--- config.mk ---
export PLATFORM = sky130hd
export DESIGN_NAME = tmr_timer8
export DESIGN_NICKNAME = d
export VERILOG_FILES = /design/src/tmr_pkg.sv /design/src/tmr_timer8.sv
export VERILOG_INCLUDE_DIRS = /design/src /design/src/src
export SDC_FILE = /design/constraint.sdc
export NUM_CORES = 1
export LEC_CHECK = 0
export BUFFER_PORTS_ARGS = -buffer_cell sky130_fd_sc_hd__buf_2
export CORE_MARGIN = 2
export CORE_UTILIZATION = 56
export CTS_CLUSTER_SIZE = 20
export DETAILED_ROUTE_END_ITERATION = 10
export HOLD_SLACK_MARGIN = 0.02
export PLACE_DENSITY_LB_ADDON = 0.08
export SLEW_MARGIN = 20
export SYNTH_ARGS = -nofsm -noshare
export SYNTH_HDL_FRONTEND = slang
export SYNTH_SLANG_ARGS = --single-unit
export TNS_END_PERCENT = 5
--- constraint.sdc ---
create_clock -name clk_in -period 3.75 [get_ports clk_in]
set_clock_uncertainty 0.15 [all_clocks]
set_input_delay 0.75 -clock clk_in [delete_from_list [all_inputs] [get_ports clk_in]]
set_output_delay 0.75 -clock clk_in [all_outputs]
set_load 0.005 [all_outputs]
--- src/tmr_defs.svh ---
// Constants for the eight-bit dual compare timer: limits, mode and select codes.
// Assumes inclusion by the timer module only; the package does not include it.
// How it works
// - Counter and both compare values are eight bits; one up/down counting unit.
// - Counter value zero is bottom; a bottom indication is raised on at_bottom_out.
// - Counter value 255 is max.
// - Top is 255 or compare value A, chosen by waveform mode.
// - Timer clock is the I/O clock unless async select picks the crystal.
// - Clock select zero gives no timer clock; the counter halts.
// - CPU may always read and write the counter; writes beat clear and count.
// - Each timer clock clears, increments or decrements the counter per mode.
// - A three-bit waveform mode field selects the counting sequence.
// - Overflow flag is set where the mode says and may request interrupt.
// - Equal counter and compare value sets that compare flag next timer clock.
// - Compare flags clear on interrupt execution or on writing one.
// - All three flags are visible; each requests only when its mask is set.
// - PWM modes double buffer compare values, updating at top; others bypass.
// - CPU compare accesses reach the buffer when buffering, else the active copy.
// - Force strobe in non-PWM modes acts like a match without flag or clear.
// - Two-bit output action sets, clears or toggles; changes act at once.
// - A counter write blocks all compare matches in the next timer clock.
// - Compare output state holds across waveform mode changes.
// - The timer runs only while the timer power bit is one.
// - Normal mode counts up, wraps 255 to zero, sets overflow at zero.
// - Clear-on-match mode clears the counter when it equals compare value A.
`ifndef TMR_DEFS_SVH
`define TMR_DEFS_SVH
`define TMR_BOTTOM     8'h00
`define TMR_MAX        8'hFF
`define TMR_MODE_NORM  3'h0
`define TMR_MODE_PC_FF 3'h1
`define TMR_MODE_CTC   3'h2
`define TMR_MODE_FP_FF 3'h3
`define TMR_MODE_PC_A  3'h5
`define TMR_MODE_FP_A  3'h7
`define TMR_CS_STOP    3'h0
`define TMR_CS_DIV8    3'h2
`define TMR_CS_DIV32   3'h3
`define TMR_CS_DIV64   3'h4
`define TMR_CS_DIV128  3'h5
`define TMR_CS_DIV256  3'h6
`define TMR_CS_DIV1024 3'h7
`define TMR_COM_NONE   2'h0
`define TMR_COM_TOGGLE 2'h1
`define TMR_COM_CLEAR  2'h2
`define TMR_COM_SET    2'h3
`define TMR_PRE_W      10
`define TMR_MSK_8      10'h007
`define TMR_MSK_32     10'h01F
`define TMR_MSK_64     10'h03F
`define TMR_MSK_128    10'h07F
`define TMR_MSK_256    10'h0FF
`define TMR_MSK_1024   10'h3FF
`define TMR_FLG_OVF    0
`define TMR_FLG_CMPA   1
`define TMR_FLG_CMPB   2
`endif

--- src/tmr_pkg.sv ---
// Types shared by the timer: control bundle and count direction.
// Assumes the constants header sits beside it.
package tmr_pkg;
  typedef struct packed {
    logic       timer_power_bit;
    logic       async_clock_select;
    logic [2:0] clock_select_field;
    logic [2:0] waveform_mode_field;
    logic [1:0] compare_output_action_a;
    logic [1:0] compare_output_action_b;
  } tmr_ctrl_s;

  typedef enum logic {
    TMR_DIR_UP   = 1'b0,
    TMR_DIR_DOWN = 1'b1
  } tmr_dir_e;
endpackage : tmr_pkg

--- src/tmr_timer8.sv ---
// Eight-bit timer with two compare channels, prescaler and crystal clock option.
// Assumes control and CPU strobes come from logic on clk_in; crystal pin is async.
`timescale 1ns/1ps
`include "tmr_defs.svh"

module tmr_timer8
  import tmr_pkg::*;
(
  // Clock and reset
  input  wire logic      clk_in,
  input  wire logic      rst_n_in,
  // Crystal oscillator pin, asynchronous
  input  wire logic      crystal_pin_one_in,
  // Control fields
  input  wire tmr_ctrl_s ctrl_in,
  input  wire logic [2:0] timer_mask_register_in,
  // Counter and compare writes
  input  wire logic      cnt_wr_in,
  input  wire logic [7:0] cnt_wdata_in,
  input  wire logic      cmp_a_wr_in,
  input  wire logic      cmp_b_wr_in,
  input  wire logic [7:0] cmp_wdata_in,
  input  wire logic      force_compare_strobe_a_in,
  input  wire logic      force_compare_strobe_b_in,
  // Flag clears: write-one and interrupt execution
  input  wire logic [2:0] flag_clr_in,
  input  wire logic [2:0] int_ack_in,
  // Status and outputs
  output logic [7:0]     counter_value_out,
  output logic [7:0]     compare_value_a_out,
  output logic [7:0]     compare_value_b_out,
  output logic [2:0]     timer_flag_register_out,
  output logic [2:0]     irq_out,
  output logic           at_bottom_out,
  output logic           compare_output_a_out,
  output logic           compare_output_b_out
);

  // Prescaler tap mask for a clock select code; stop gives no tick at all
  function automatic logic [`TMR_PRE_W-1:0] tap_mask(input logic [2:0] cs);
    case (cs)
      `TMR_CS_DIV8:    tap_mask = `TMR_MSK_8;
      `TMR_CS_DIV32:   tap_mask = `TMR_MSK_32;
      `TMR_CS_DIV64:   tap_mask = `TMR_MSK_64;
      `TMR_CS_DIV128:  tap_mask = `TMR_MSK_128;
      `TMR_CS_DIV256:  tap_mask = `TMR_MSK_256;
      `TMR_CS_DIV1024: tap_mask = `TMR_MSK_1024;
      default: tap_mask = '0;
    endcase
  endfunction : tap_mask

  // Output action on a non-PWM match or force
  function automatic logic act(input logic [1:0] com, input logic cur);
    case (com)
      `TMR_COM_TOGGLE: act = ~cur;
      `TMR_COM_CLEAR:  act = 1'b0;
      `TMR_COM_SET:    act = 1'b1;
      default:         act = cur;
    endcase
  endfunction : act

  // PWM output: match drives one level, the other event the opposite
  function automatic logic pwm_out(input logic [1:0] com, input logic cur,
                                   input logic mt, input logic lvl, input logic ev);
    if ((com != `TMR_COM_CLEAR && com != `TMR_COM_SET) || !(mt || ev))
      pwm_out = cur;
    else
      pwm_out = (mt ? lvl : ~lvl) ^ (com == `TMR_COM_SET);
  endfunction : pwm_out

  // Reset release through two flip-flops
  logic rst_s1_q, rst_n;
  always_ff @(posedge clk_in or negedge rst_n_in)
  begin
    if (!rst_n_in)
    begin
      rst_s1_q <= 1'b0;
      rst_n    <= 1'b0;
    end
    else
    begin
      rst_s1_q <= 1'b1;
      rst_n    <= rst_s1_q;
    end
  end

  // Crystal pin synchroniser; only stages two and three feed logic, stage three as edge history
  logic xt_s1_q, xt_s2_q, xt_s3_q;

  // State
  logic [7:0]           cnt_q, cnt_d, ocra_q, ocra_d, ocrb_q, ocrb_d;
  logic [7:0]           bufa_q, bufa_d, bufb_q, bufb_d;
  logic [`TMR_PRE_W-1:0] pre_q, pre_d;
  logic [2:0]           flg_q, flg_d, irq_d;
  logic                 blk_q, blk_d, oca_q, oca_d, ocb_q, ocb_d, bot_q, bot_d;
  logic [7:0]           vwa_q, vwa_d, vwb_q, vwb_d;
  tmr_dir_e             dir_q, dir_d;

  // Decoded mode, clock and events
  logic [2:0] mode;
  logic [7:0] top;
  logic base, tick, pwm, pc, fast, at_top, mt_a, mt_b, ovf, upd, frc_a, frc_b;

  always_comb
  begin
    mode = ctrl_in.waveform_mode_field;
    pc   = (mode == `TMR_MODE_PC_FF) || (mode == `TMR_MODE_PC_A);
    fast = (mode == `TMR_MODE_FP_FF) || (mode == `TMR_MODE_FP_A);
    pwm  = pc || fast;
    // Top is A in CTC and in the modes that name it; else the fixed max
    top  = (mode == `TMR_MODE_CTC || mode == `TMR_MODE_PC_A || mode == `TMR_MODE_FP_A)
           ? ocra_q : `TMR_MAX;
    // Crystal rising edge or every I/O clock feeds the prescaler
    base = ctrl_in.async_clock_select ? (xt_s2_q & ~xt_s3_q) : 1'b1;
    tick = ctrl_in.timer_power_bit && base
           && (ctrl_in.clock_select_field != `TMR_CS_STOP)
           && ((pre_q & tap_mask(ctrl_in.clock_select_field))
               == tap_mask(ctrl_in.clock_select_field));
    at_top = (cnt_q == top);
    // Blocked for one timer clock after a counter write
    mt_a = tick && !blk_q && (cnt_q == ocra_q);
    mt_b = tick && !blk_q && (cnt_q == ocrb_q);
    ovf  = tick && (pc ? (cnt_q == `TMR_BOTTOM)
                       : (cnt_q == (fast ? top : `TMR_MAX)));
    upd   = tick && pwm && at_top;
    frc_a = force_compare_strobe_a_in && !pwm;
    frc_b = force_compare_strobe_b_in && !pwm;
  end

  // Counter, direction, prescaler and write blocking next values
  always_comb
  begin
    cnt_d = cnt_q;
    dir_d = dir_q;
    pre_d = base ? pre_q + 1'b1 : pre_q;
    blk_d = blk_q;
    if (tick)
    begin
      blk_d = 1'b0;
      if (pc)
      begin
        if (dir_q == TMR_DIR_UP && at_top)
        begin
          dir_d = TMR_DIR_DOWN;
          cnt_d = cnt_q - 1'b1;
        end
        else if (dir_q == TMR_DIR_DOWN && cnt_q == `TMR_BOTTOM)
        begin
          dir_d = TMR_DIR_UP;
          cnt_d = cnt_q + 1'b1;
        end
        else
          cnt_d = (dir_q == TMR_DIR_UP) ? cnt_q + 1'b1 : cnt_q - 1'b1;
      end
      else
      begin
        dir_d = TMR_DIR_UP;
        cnt_d = at_top ? `TMR_BOTTOM : cnt_q + 1'b1;
      end
    end
    // CPU write wins over clear and count, and arms the block
    if (cnt_wr_in)
    begin
      cnt_d = cnt_wdata_in;
      blk_d = 1'b1;
    end
    bot_d = (cnt_d == `TMR_BOTTOM); // Flopped so the pin never glitches
  end

  // Compare registers: buffered copy in PWM modes, direct otherwise
  always_comb
  begin
    bufa_d = bufa_q;
    bufb_d = bufb_q;
    ocra_d = ocra_q;
    ocrb_d = ocrb_q;
    if (cmp_a_wr_in)
    begin
      bufa_d = cmp_wdata_in;
      if (!pwm)
        ocra_d = cmp_wdata_in;
    end
    if (cmp_b_wr_in)
    begin
      bufb_d = cmp_wdata_in;
      if (!pwm)
        ocrb_d = cmp_wdata_in;
    end
    if (upd)
    begin
      ocra_d = bufa_q;
      ocrb_d = bufb_q;
    end
    vwa_d = pwm ? bufa_d : ocra_d; // Readback of the copy the CPU reaches
    vwb_d = pwm ? bufb_d : ocrb_d;
  end

  // Flags: a set in the same cycle as a clear is kept
  always_comb
  begin
    flg_d = flg_q & ~(flag_clr_in | int_ack_in);
    flg_d[`TMR_FLG_OVF]  = flg_d[`TMR_FLG_OVF] | ovf;
    flg_d[`TMR_FLG_CMPA] = flg_d[`TMR_FLG_CMPA] | mt_a;
    flg_d[`TMR_FLG_CMPB] = flg_d[`TMR_FLG_CMPB] | mt_b;
    irq_d = flg_d & timer_mask_register_in;
  end

  // Compare outputs; state is never reset by a mode change
  always_comb
  begin
    oca_d = oca_q;
    ocb_d = ocb_q;
    if (!pwm)
    begin
      if (mt_a || frc_a)
        oca_d = act(ctrl_in.compare_output_action_a, oca_q);
      if (mt_b || frc_b)
        ocb_d = act(ctrl_in.compare_output_action_b, ocb_q);
    end
    else if (fast)
    begin
      if (mode == `TMR_MODE_FP_A && mt_a
          && ctrl_in.compare_output_action_a == `TMR_COM_TOGGLE)
        oca_d = ~oca_q;
      else
        oca_d = pwm_out(ctrl_in.compare_output_action_a, oca_q, mt_a, 1'b0,
                        upd);
      ocb_d = pwm_out(ctrl_in.compare_output_action_b, ocb_q, mt_b, 1'b0, upd);
    end
    else
    begin
      // Phase correct, clear action: up-count match clears, down-count match sets; the set action inverts both
      oca_d = pwm_out(ctrl_in.compare_output_action_a, oca_q,
                      mt_a && dir_q == TMR_DIR_UP, 1'b0,
                      mt_a && dir_q == TMR_DIR_DOWN);
      ocb_d = pwm_out(ctrl_in.compare_output_action_b, ocb_q,
                      mt_b && dir_q == TMR_DIR_UP, 1'b0,
                      mt_b && dir_q == TMR_DIR_DOWN);
    end
  end

  // Register all state; reset zeroes everything except the bottom indication, which starts at one
  always_ff @(posedge clk_in or negedge rst_n)
  begin
    if (!rst_n)
    begin
      cnt_q  <= `TMR_BOTTOM;
      ocra_q <= `TMR_BOTTOM;
      ocrb_q <= `TMR_BOTTOM;
      bufa_q <= `TMR_BOTTOM;
      bufb_q <= `TMR_BOTTOM;
      pre_q  <= '0;
      flg_q  <= '0;
      irq_out <= '0;
      blk_q  <= 1'b0;
      oca_q  <= 1'b0;
      ocb_q  <= 1'b0;
      dir_q  <= TMR_DIR_UP;
      vwa_q  <= `TMR_BOTTOM;
      vwb_q  <= `TMR_BOTTOM;
      bot_q  <= 1'b1;
      xt_s1_q <= 1'b0;
      xt_s2_q <= 1'b0;
      xt_s3_q <= 1'b0;
    end
    else
    begin
      cnt_q  <= cnt_d;
      ocra_q <= ocra_d;
      ocrb_q <= ocrb_d;
      bufa_q <= bufa_d;
      bufb_q <= bufb_d;
      pre_q  <= pre_d;
      flg_q  <= flg_d;
      irq_out <= irq_d;
      blk_q  <= blk_d;
      oca_q  <= oca_d;
      ocb_q  <= ocb_d;
      dir_q  <= dir_d;
      vwa_q  <= vwa_d;
      vwb_q  <= vwb_d;
      bot_q  <= bot_d;
      xt_s1_q <= crystal_pin_one_in;
      xt_s2_q <= xt_s1_q;
      xt_s3_q <= xt_s2_q;
    end
  end

  // Visible state; buffered reads follow the copy the CPU reaches
  assign counter_value_out       = cnt_q;
  assign compare_value_a_out     = vwa_q;
  assign compare_value_b_out     = vwb_q;
  assign timer_flag_register_out = flg_q;
  assign at_bottom_out           = bot_q;
  assign compare_output_a_out    = oca_q;
  assign compare_output_b_out    = ocb_q;
endmodule : tmr_timer8

# Word-level counts from Yosys, hierarchy flattened
# Index checks and enable logic that the tools add are counted.
totals:
  reg_bits: 82
  input_bits: 45
  output_inout_bits: 33
classes:
  addsub: 3
  eq_ne: 31
  mux: 44
  n_bitwise: 17
  n_reduce_logical: 53
op_table:
  columns: ["op", "n"]
  rows:
  - ["8-bit two-way mux", 19]
  - ["10-bit case mux with 6 select lines", 1]
  - ["8-bit == test", 4]
  - ["1-bit two-way mux", 22]
  - ["1-bit logical AND", 21]
  - ["3-bit == test (second input constant)", 6]
  - ["8-bit logical NOT", 2]
  - ["1-bit logical OR", 15]
  - ["3-bit by 2-bit == test with 1-bit output (second input constant)", 4]
  - ["10-bit by 1-bit adder with 10-bit output (second input constant)", 1]
  - ["10-bit bitwise AND", 1]
  - ["10-bit == test", 1]
  - ["3-bit != test (second input constant)", 3]
  - ["8-bit by 1-bit adder with 8-bit output (second input constant)", 1]
  - ["2-bit == test (second input constant)", 4]
  - ["2-bit != test (second input constant)", 4]
  - ["4-bit AND reduction", 2]
  - ["4-bit nonzero test", 2]
  - ["8-bit by 1-bit subtractor with 8-bit output (second input constant)", 1]
  - ["3-bit bitwise AND", 2]
  - ["1-bit logical NOT", 6]
  - ["1-bit case mux with 3 select lines", 2]
  - ["2-bit nonzero test", 3]
  - ["2-bit by 1-bit == test with 1-bit output (second input constant)", 2]
  - ["11 further kinds", 19]

# Logic depth before layout (Yosys ltp)
# Gate-level depths: netlist (run 1).
logic_depth:
  word_depth: 15
  mapped_depth: 11
  mapped_depth_nobuf: 10

# Worst setup path after synthesis (run 1)
# No wires, ideal clock.
synth_timing:
  kind: "input-to-reg"
  from: "input ctrl_in[5] (netlist bit)"
  to: "register bot_q (netlist: at_bottom_out)"
  setup_time_ns: 0.090
  t_arrival_ns: 3.300
  required_time_ns: 3.510
  setup_slack_ns: 0.210
  path_stages: 10
  n_path_buf: 2
  path_cell_list: "buf_6 -> nor3b_1 -> or2_1 -> or4b_1 -> buf_6 -> a211oi_4 -> a21oi_2 -> o311a_1 -> or4b_1 -> nor4_2"
synth_via:
  elab_chain_len: 11
  word_cells_on_any_way: 16
synth_lines:
  columns: ["element", "line_no", "text"]
  rows:
  - ["from (decl)", "tmr_timer8.sv:15", "input wire tmr_ctrl_s ctrl_in,"]
  - ["3-bit by 2-bit == test with 1-bit output (no source line) or 3-bit == test (tied branches)", null, null]
  - ["1-bit logical OR (no source line) (2 in a row)", null, null]
  - ["8-bit two-way mux (no source line)", null, null]
  - ["8-bit == test", "tmr_timer8.sv:119", "at_top = (cnt_q == top);"]
  - ["1-bit logical AND", "tmr_timer8.sv:142", "if (dir_q == TMR_DIR_UP && at_top)"]
  - ["8-bit two-way mux", "tmr_timer8.sv:142", null]
  - ["8-bit two-way mux *", "tmr_timer8.sv:140", "if (pc)"]
  - ["8-bit two-way mux *", "tmr_timer8.sv:137", "if (tick)"]
  - ["8-bit two-way mux *", "tmr_timer8.sv:162", "if (cnt_wr_in)"]
  - ["net cnt_d[4]", "tmr_timer8.sv:91", "logic [7:0] cnt_q, cnt_d, ocra_q, ocra_d, ocrb_q, ocrb_d;"]
  - ["8-bit logical NOT (no source line) *", null, null]
  - ["net bot_d", "tmr_timer8.sv:95", "logic blk_q, blk_d, oca_q, oca_d, ocb_q, ocb_d, bot_q, bot_d;"]
  - ["to (signal assigned)", "tmr_timer8.sv:282", "bot_q <= bot_d;"]
  - ["to (decl)", "tmr_timer8.sv:95", null]
# The timed path passes the listed nets; every way through them passes the cells marked *.
# A chain may end at the register's enable or synchronous reset.

# Final worst setup path (run 1)
layout_timing:
  from: "input ctrl_in[6] (netlist bit)"
  to: "register bot_q (netlist: at_bottom_out)"
layout_via:
  elab_chain_len: 11
  word_cells_on_any_way: 16
layout_lines:
  columns: ["element", "line_no"]
  rows:
  - ["3-bit by 2-bit == test with 1-bit output (no source line) or 3-bit == test (tied branches)", null]
  - ["1-bit logical OR (no source line) (2 in a row)", null]
  - ["8-bit two-way mux (no source line)", null]
  - ["8-bit == test", "tmr_timer8.sv:119"]
  - ["1-bit logical AND", "tmr_timer8.sv:142"]
  - ["8-bit two-way mux", "tmr_timer8.sv:142"]
  - ["8-bit two-way mux *", "tmr_timer8.sv:140"]
  - ["8-bit two-way mux *", "tmr_timer8.sv:137"]
  - ["8-bit two-way mux *", "tmr_timer8.sv:162"]
  - ["8-bit logical NOT (no source line) *", null]
  - ["net bot_d", "tmr_timer8.sv:95"]
# Marked as above.

==> impl_metrics.toml, run 1 <==
[power_and_ir_drop]
power_frac_seq_pct = 47.7
p_int_w = 0.00158
p_leak_nw = 2.36
combPwrFrac_pct = 23.1
ir_drop_mv = 0.334
power.net_switching_w = 0.000757
power_switching_share_pct = 32.4
pwr-share-clk_pct = 29.2
power.density_mw_per_mm2 = 437

[sta]
setup_viol = 0
fmax_ghz = 0.295
rsz0062_at_grt = "no"
max-slew-margin-rel_pct = 62.9
final_max_slew_viol_count = 0
fin_crit_sh_pct = 90.5
tightest_slew_ps = 556
setup-tns-final_ps = 0
hold_violations = 0
setup_slack_ps = 358
post-route-min-period_ps = 3390

[routing]
drtAntennaViolNets = 0
num_vias = 3911
first_iter_violations = 296
wl_um = 11900
via_per_inst = 6.03
wl_per_cell_um = 18.4
highest_layer = "met4"
wl_met1_um = 5140
wl_met2_um = 5820
drtPass1Iterations = 5
drc = 0
wl_met3_um = 758

[cts]
clockBufferDepth = 2
clk_pin_slew_ps = 90
cts_tree = "done"
root_buffer = "clkbuf_8"
clk_latency_ps = 350
cts-buffers-inserted = 9
htreeDepth = 3
cts.sinks = 82
cts_resized = 0

[placement]
gp_congestion = 0.926
preCtsSetupSlack_ps = 11.4
place_area_mm2 = 0.00511
hpwl_um = 8630
port_buffers = 77
dp.cells = 631

[logic_synthesis]
ys_seq_area_share_pct = 45.9
synth_edf_count = 0
synth_area_mm2 = 0.00448
synth_common_cells = "dfrtp_1, nand2_1, mux2_2"
async_reset_ff_share_pct = 100
yosysTopAreaCell = "dfrtp_1"
syn_nets = 498
synth_area_leaders = "dfrtp_1, mux2_2, nand2_1"
ys_seq_elements = 82
syn_inst = 450
synth.top_cell.area_share_pct = 45.3
ys.flop_type = "dfrtp_1"
synth_warnings = 0
yosysUniqueCellTypes = 64
yosysMostFrequentCell = "dfrtp_1"
syn_area_per_cell_um2 = 9.95

[critical_path]
crit_fanout = 5
worstPathRequired_ps = 3870
setup.worst_path.class = "in2reg"
startpoint = "ctrl_in[6]"
r2r-end = "at_bottom_out"
setup.worst_path.end_class = "flip-flop"
rrSetupSlack_ps = 400
rr_startpoint = "counter_value_out[5]"
critPathLaunchType = "input pin"
cp.arrival_ps = 3510
ff2ff_path_depth = 8

[global_route]
grt_pass1_vias = 3903
grt_pass1_wl_um = 19500
antenna_found_initial = 0
grtUsageTotal_pct = 28.9
grt_max_degree = 81
overflow = 0

[job]
maxCapViolCount = 0

[finish]
fill_cells = 609
diodes = 0
multi_input_area_mm2 = 0.00227
syn_to_final_growth_pct = 19.5
regArea_mm2 = 0.00206
stdcell_count = 649
num-nets-final = 590
fin_area_mm2 = 0.00535
layout-drive-gt1-share_pct = 30.3

[die]
initial_core_util_pct = 57.9
die_x_um = 93.4
io_pins = 78
rows = 32
die_area_mm2 = 0.00872
core_mm2 = 0.00773
die_y_um = 93.4

[run_status]
status = "finished clean"

[hold_path]
worstHoldPathType = "reg2async"
[cell families (layout without fill, tap and decap cells)]
kind of cell	after synthesis	after routing	share of synthesized area (%)
other	1	1	0.0838
AND/OR/NAND/NOR	153	153	17.4
buffers and inverters	39	136	3.72
flip-flops	82	82	45.9
XOR/XNOR	23	23	4.50
AO/OA/AOI/OAI	104	104	16.7
multiplexers	45	45	11.0
adder cells (fa/ha/maj)	3	3	0.839
[power by group through the flow]
stage	registers, W	clock network [W]	logic (W)
3_3_place_gp	0.00114	0	0.000503
2_1_floorplan	0.00111	0	0.000350
5_1_grt	0.00113	0.000725	0.000595
3_5_place_dp	0.00114	0	0.000516
4_1_cts	0.00112	0.000683	0.000521
6_report	0.00111	0.000682	0.000539
[cells in the final DEF (no fill, tap or decap), types with 13 or more instances in the layout]
cell / n
dfrtp_1: 80
buf_2: 77
nand2_1: 45
mux2_2: 32
o21ai_0: 29
nor2_1: 27
buf_4: 26
xnor2_1: 17
nand3_1: 15
inv_1: 14
a21oi_1: 14
mux2i_1: 13
[per-stage QoR]
step	utilization [%]	total power, W	hold slack [ps]
CTS	68.9	0.00233	213
detailed placement	66.1	0.00166	191
floorplan	-	0.00146	181
finish	69.2	0.00234	87.8
global placement	66.1	0.00164	182
global route	69.2	0.00245	116
[final cells by class]
class / count / share of cell area (%)
clock inverters: 7 / 1.54
inverters: 14 / 0.982
repair buffers: 106 / 11.9
flip-flops and latches: 82 / 38.4
multi-input cells: 329 / 42.4
well taps: 102 / 2.39
clock buffers: 9 / 2.32
[timing repair]
| item | CTS | global route |
|---|---|---|
| buffers inserted | 0 | 0 |
| hold endpoints to repair | 2 | 0 |
| hold buffers | 1 | 0 |
[critical path, stage by stage]
cell and delay [ps]:
buf_2 130, and2_1 170, or2_1 240, or4b_1 610, a2111oi_2 470, o211ai_1 180, a211oi_1 280, or4b_1 510
nor4_2 150
[per-layer routing]
metal,global-route usage (%),up-vias
li1,-,1825
met1,38.9,1892
met2,47.2,175
met3,5.40,19
met4,9.56,0
met5,0,-
[flip-flops by register name, summed over array words and instances, names as in the netlist, 3 cells and up]
register and cells:
pre_q 10, bufa_q 8, bufb_q 8, compare_value_a_out 8, compare_value_b_out 8, counter_value_out 8, ocra_q 8, ocrb_q 8
irq_out 3, timer_flag_register_out 3
[worst max path at each step]
stage | end | slack [ps] | depth (start not counted)
finish | at_bottom_out | 360 | 9
global route | at_bottom_out | 170 | 9
CTS | at_bottom_out | 380 | 9
detailed placement | at_bottom_out | 10 | 9
global placement | at_bottom_out | 160 | 9
floorplan | at_bottom_out | 210 | 10
(Power assumes the default switching activity.)
==> run 2: changes to the inputs <==
PLACE_DENSITY_LB_ADDON = 0.12   (was 0.08)
==> run 2 against run 1 <==
Effect of this change: routed wire length fell by 5.3%; global-route usage decreased by 1.8 points; maximum frequency increased by 3.6%; hold slack barely moved; non-clock buffer count down 1; count of clock-buffer cells in the layout is the same; critical path depth decreased by 1; via count is 2.1% lower; largest power group unchanged.
==> impl_metrics.toml, run 2 (synthesis results as in run 1) <==
[sta]
final_max_slew_viol_count = 0
setup_slack_ps = 476
hold_ws_ps = 88.3
fin_crit_sh_pct = 87.3
max-slew-margin-rel_pct = 62.3
rsz0062_at_grt = "no"
setup_viol = 0
tightest_slew_ps = 558
post-route-min-period_ps = 3270
hold_violations = 0
fmax_ghz = 0.305
setup-tns-final_ps = 0

[die]
initial_core_util_pct = 57.9
io_pins = 78
die_area_mm2 = 0.00872
die_y_um = 93.4
rows = 32
die_x_um = 93.4
core_mm2 = 0.00773

[finish]
fin_area_mm2 = 0.00535
largest_reg_flops = 10
diodes = 0
layout-drive-gt1-share_pct = 30.2
final_common_cell = "dfrtp_1"
num-nets-final = 589
final_cell_mix = "dfrtp_1, buf_2, nand2_1"
registers.top_by_ff_count = "pre_q"
multi_input_area_mm2 = 0.00227
regArea_mm2 = 0.00206
fill_cells = 609
syn_to_final_growth_pct = 19.5

[critical_path]
cp_slowest_cell = "dfrtp_1"
setup.worst_path.class = "reg2reg"
critPathLaunchType = "flip-flop"
ff2ff_path_depth = 8
path_cells = "nand3_1, nor2_1, or4b_1, a2111oi_2, o211ai_1, a211oi_1, or4b_1, nor4_2"
cp.arrival_ps = 3410
slowest_delay_ps = 630
critPathMostFrequentCell = "or4b_1"
path_delay_family = "simple AND/OR/NAND/NOR gates"
setup.worst_path.end_class = "flip-flop"
path_depth = 8
worst-path-buf-inv = 0
crit_fanout = 9
worstPathRequired_ps = 3880
rrSetupSlack_ps = 480

[global_route]
grt_pass1_vias = 3748
grt_pass1_wl_um = 18400
grt_max_degree = 81
overflow = 0
antenna_found_initial = 0
grtUsageTotal_pct = 27.1

[hold_path]
worstHoldPathType = "reg2async"

[power_and_ir_drop]
power_frac_seq_pct = 47.8
p_leak_nw = 2.35
power.density_mw_per_mm2 = 435
combPwrFrac_pct = 23.2
power_switching_share_pct = 32.1
p_int_w = 0.00158
pwr-share-clk_pct = 29.0
power.net_switching_w = 0.000745
ir_drop_mv = 0.286

[routing]
wl_per_cell_um = 17.4
drtAntennaViolNets = 0
drc = 0
num_vias = 3828
drtPass1Iterations = 5
wl_um = 11300
via_per_inst = 5.91
first_iter_violations = 214

[cts]
clk_latency_ps = 360
root_buffer = "clkbuf_8"
clk_pin_slew_ps = 90
htreeDepth = 3
cts-buffers-inserted = 9
clockBufferDepth = 2
cts_tree = "done"
cts_resized = 0
cts.sinks = 82

[placement]
place_area_mm2 = 0.00510
preCtsSetupSlack_ps = 108
port_buffers = 77
hpwl_um = 8190
gp_congestion = 0.986

[run_status]
status = "finished clean"

[job]
maxCapViolCount = 0
-- run 2: cell types whose count changed in the layout (fill, tap and decap cells not counted), sizes merged --
cell / change
buf: -1
clkinvlp: +1
inv: -2
clkinv: +1
-- run 2: what timing repair did --
| action | CTS | global route |
|---|---|---|
| endpoints found under the hold margin | 2 | 0 |
| hold buffers | 1 | 0 |
| setup buffers | 0 | 0 |
| endpoints found under the setup margin | 0 | 0 |
-- run 2: worst paths after layout --
kind	to	from
max in group asynchronous	blk_q	rst_n
max	at_bottom_out	counter_value_out[5]
min reg2reg	pre_q[2]	rst_n
min	pre_q[2]	rst_n
max reg2reg	at_bottom_out	counter_value_out[5]
min in group clk_in	xt_s2_q	xt_s1_q
-- run 2: per-layer routing --
metal / part of all wire (%) / up-vias / wire (um) / global-route usage, %
li1: - / 1816 / - / -
met1: 44 / 1844 / 4990 / 37.3
met2: 48 / 140 / 5380 / 42.9
met3: 5.9 / 28 / 669 / 5.24
met4: 2.1 / 0 / 241 / 9.68
met5: 0 / - / 0 / 0
-- run 2: power by group through the flow --
stage	Combinational, W	Sequential (W)	Clock (W)
floorplan	0.000350	0.00111	0
global placement	0.000506	0.00113	0
detailed placement	0.000518	0.00114	0
CTS	0.000523	0.00112	0.000683
global route	0.000597	0.00113	0.000708
finish	0.000538	0.00111	0.000675
-- run 2: final cells by class --
type,instances,share of cell area [%]
Clock buffer,9,2.32
Clock inverter,7,1.61
Inverter,14,0.983
Multi-Input combinational cell,329,42.4
Sequential cell,82,38.5
Tap cell,102,2.39
Timing Repair Buffer,105,11.8
-- run 2: worst reg2reg max path, cell delays in order, from the launching register on --
cell and delay, ps:
dfrtp_1 630, nand3_1 160, nor2_1 190, or4b_1 580, a2111oi_2 390, o211ai_1 170, a211oi_1 280, or4b_1 480
nor4_2 160
-- run 2: stage by stage --
step | std cells | utilization, % | total power (W)
finish | 648 | 69.2 | 0.00232
global route | 648 | 69.2 | 0.00243
CTS | 647 | 68.8 | 0.00233
detailed placement | 630 | 66.0 | 0.00166
global placement | 630 | 66.0 | 0.00164
floorplan | 450 | - | 0.00146
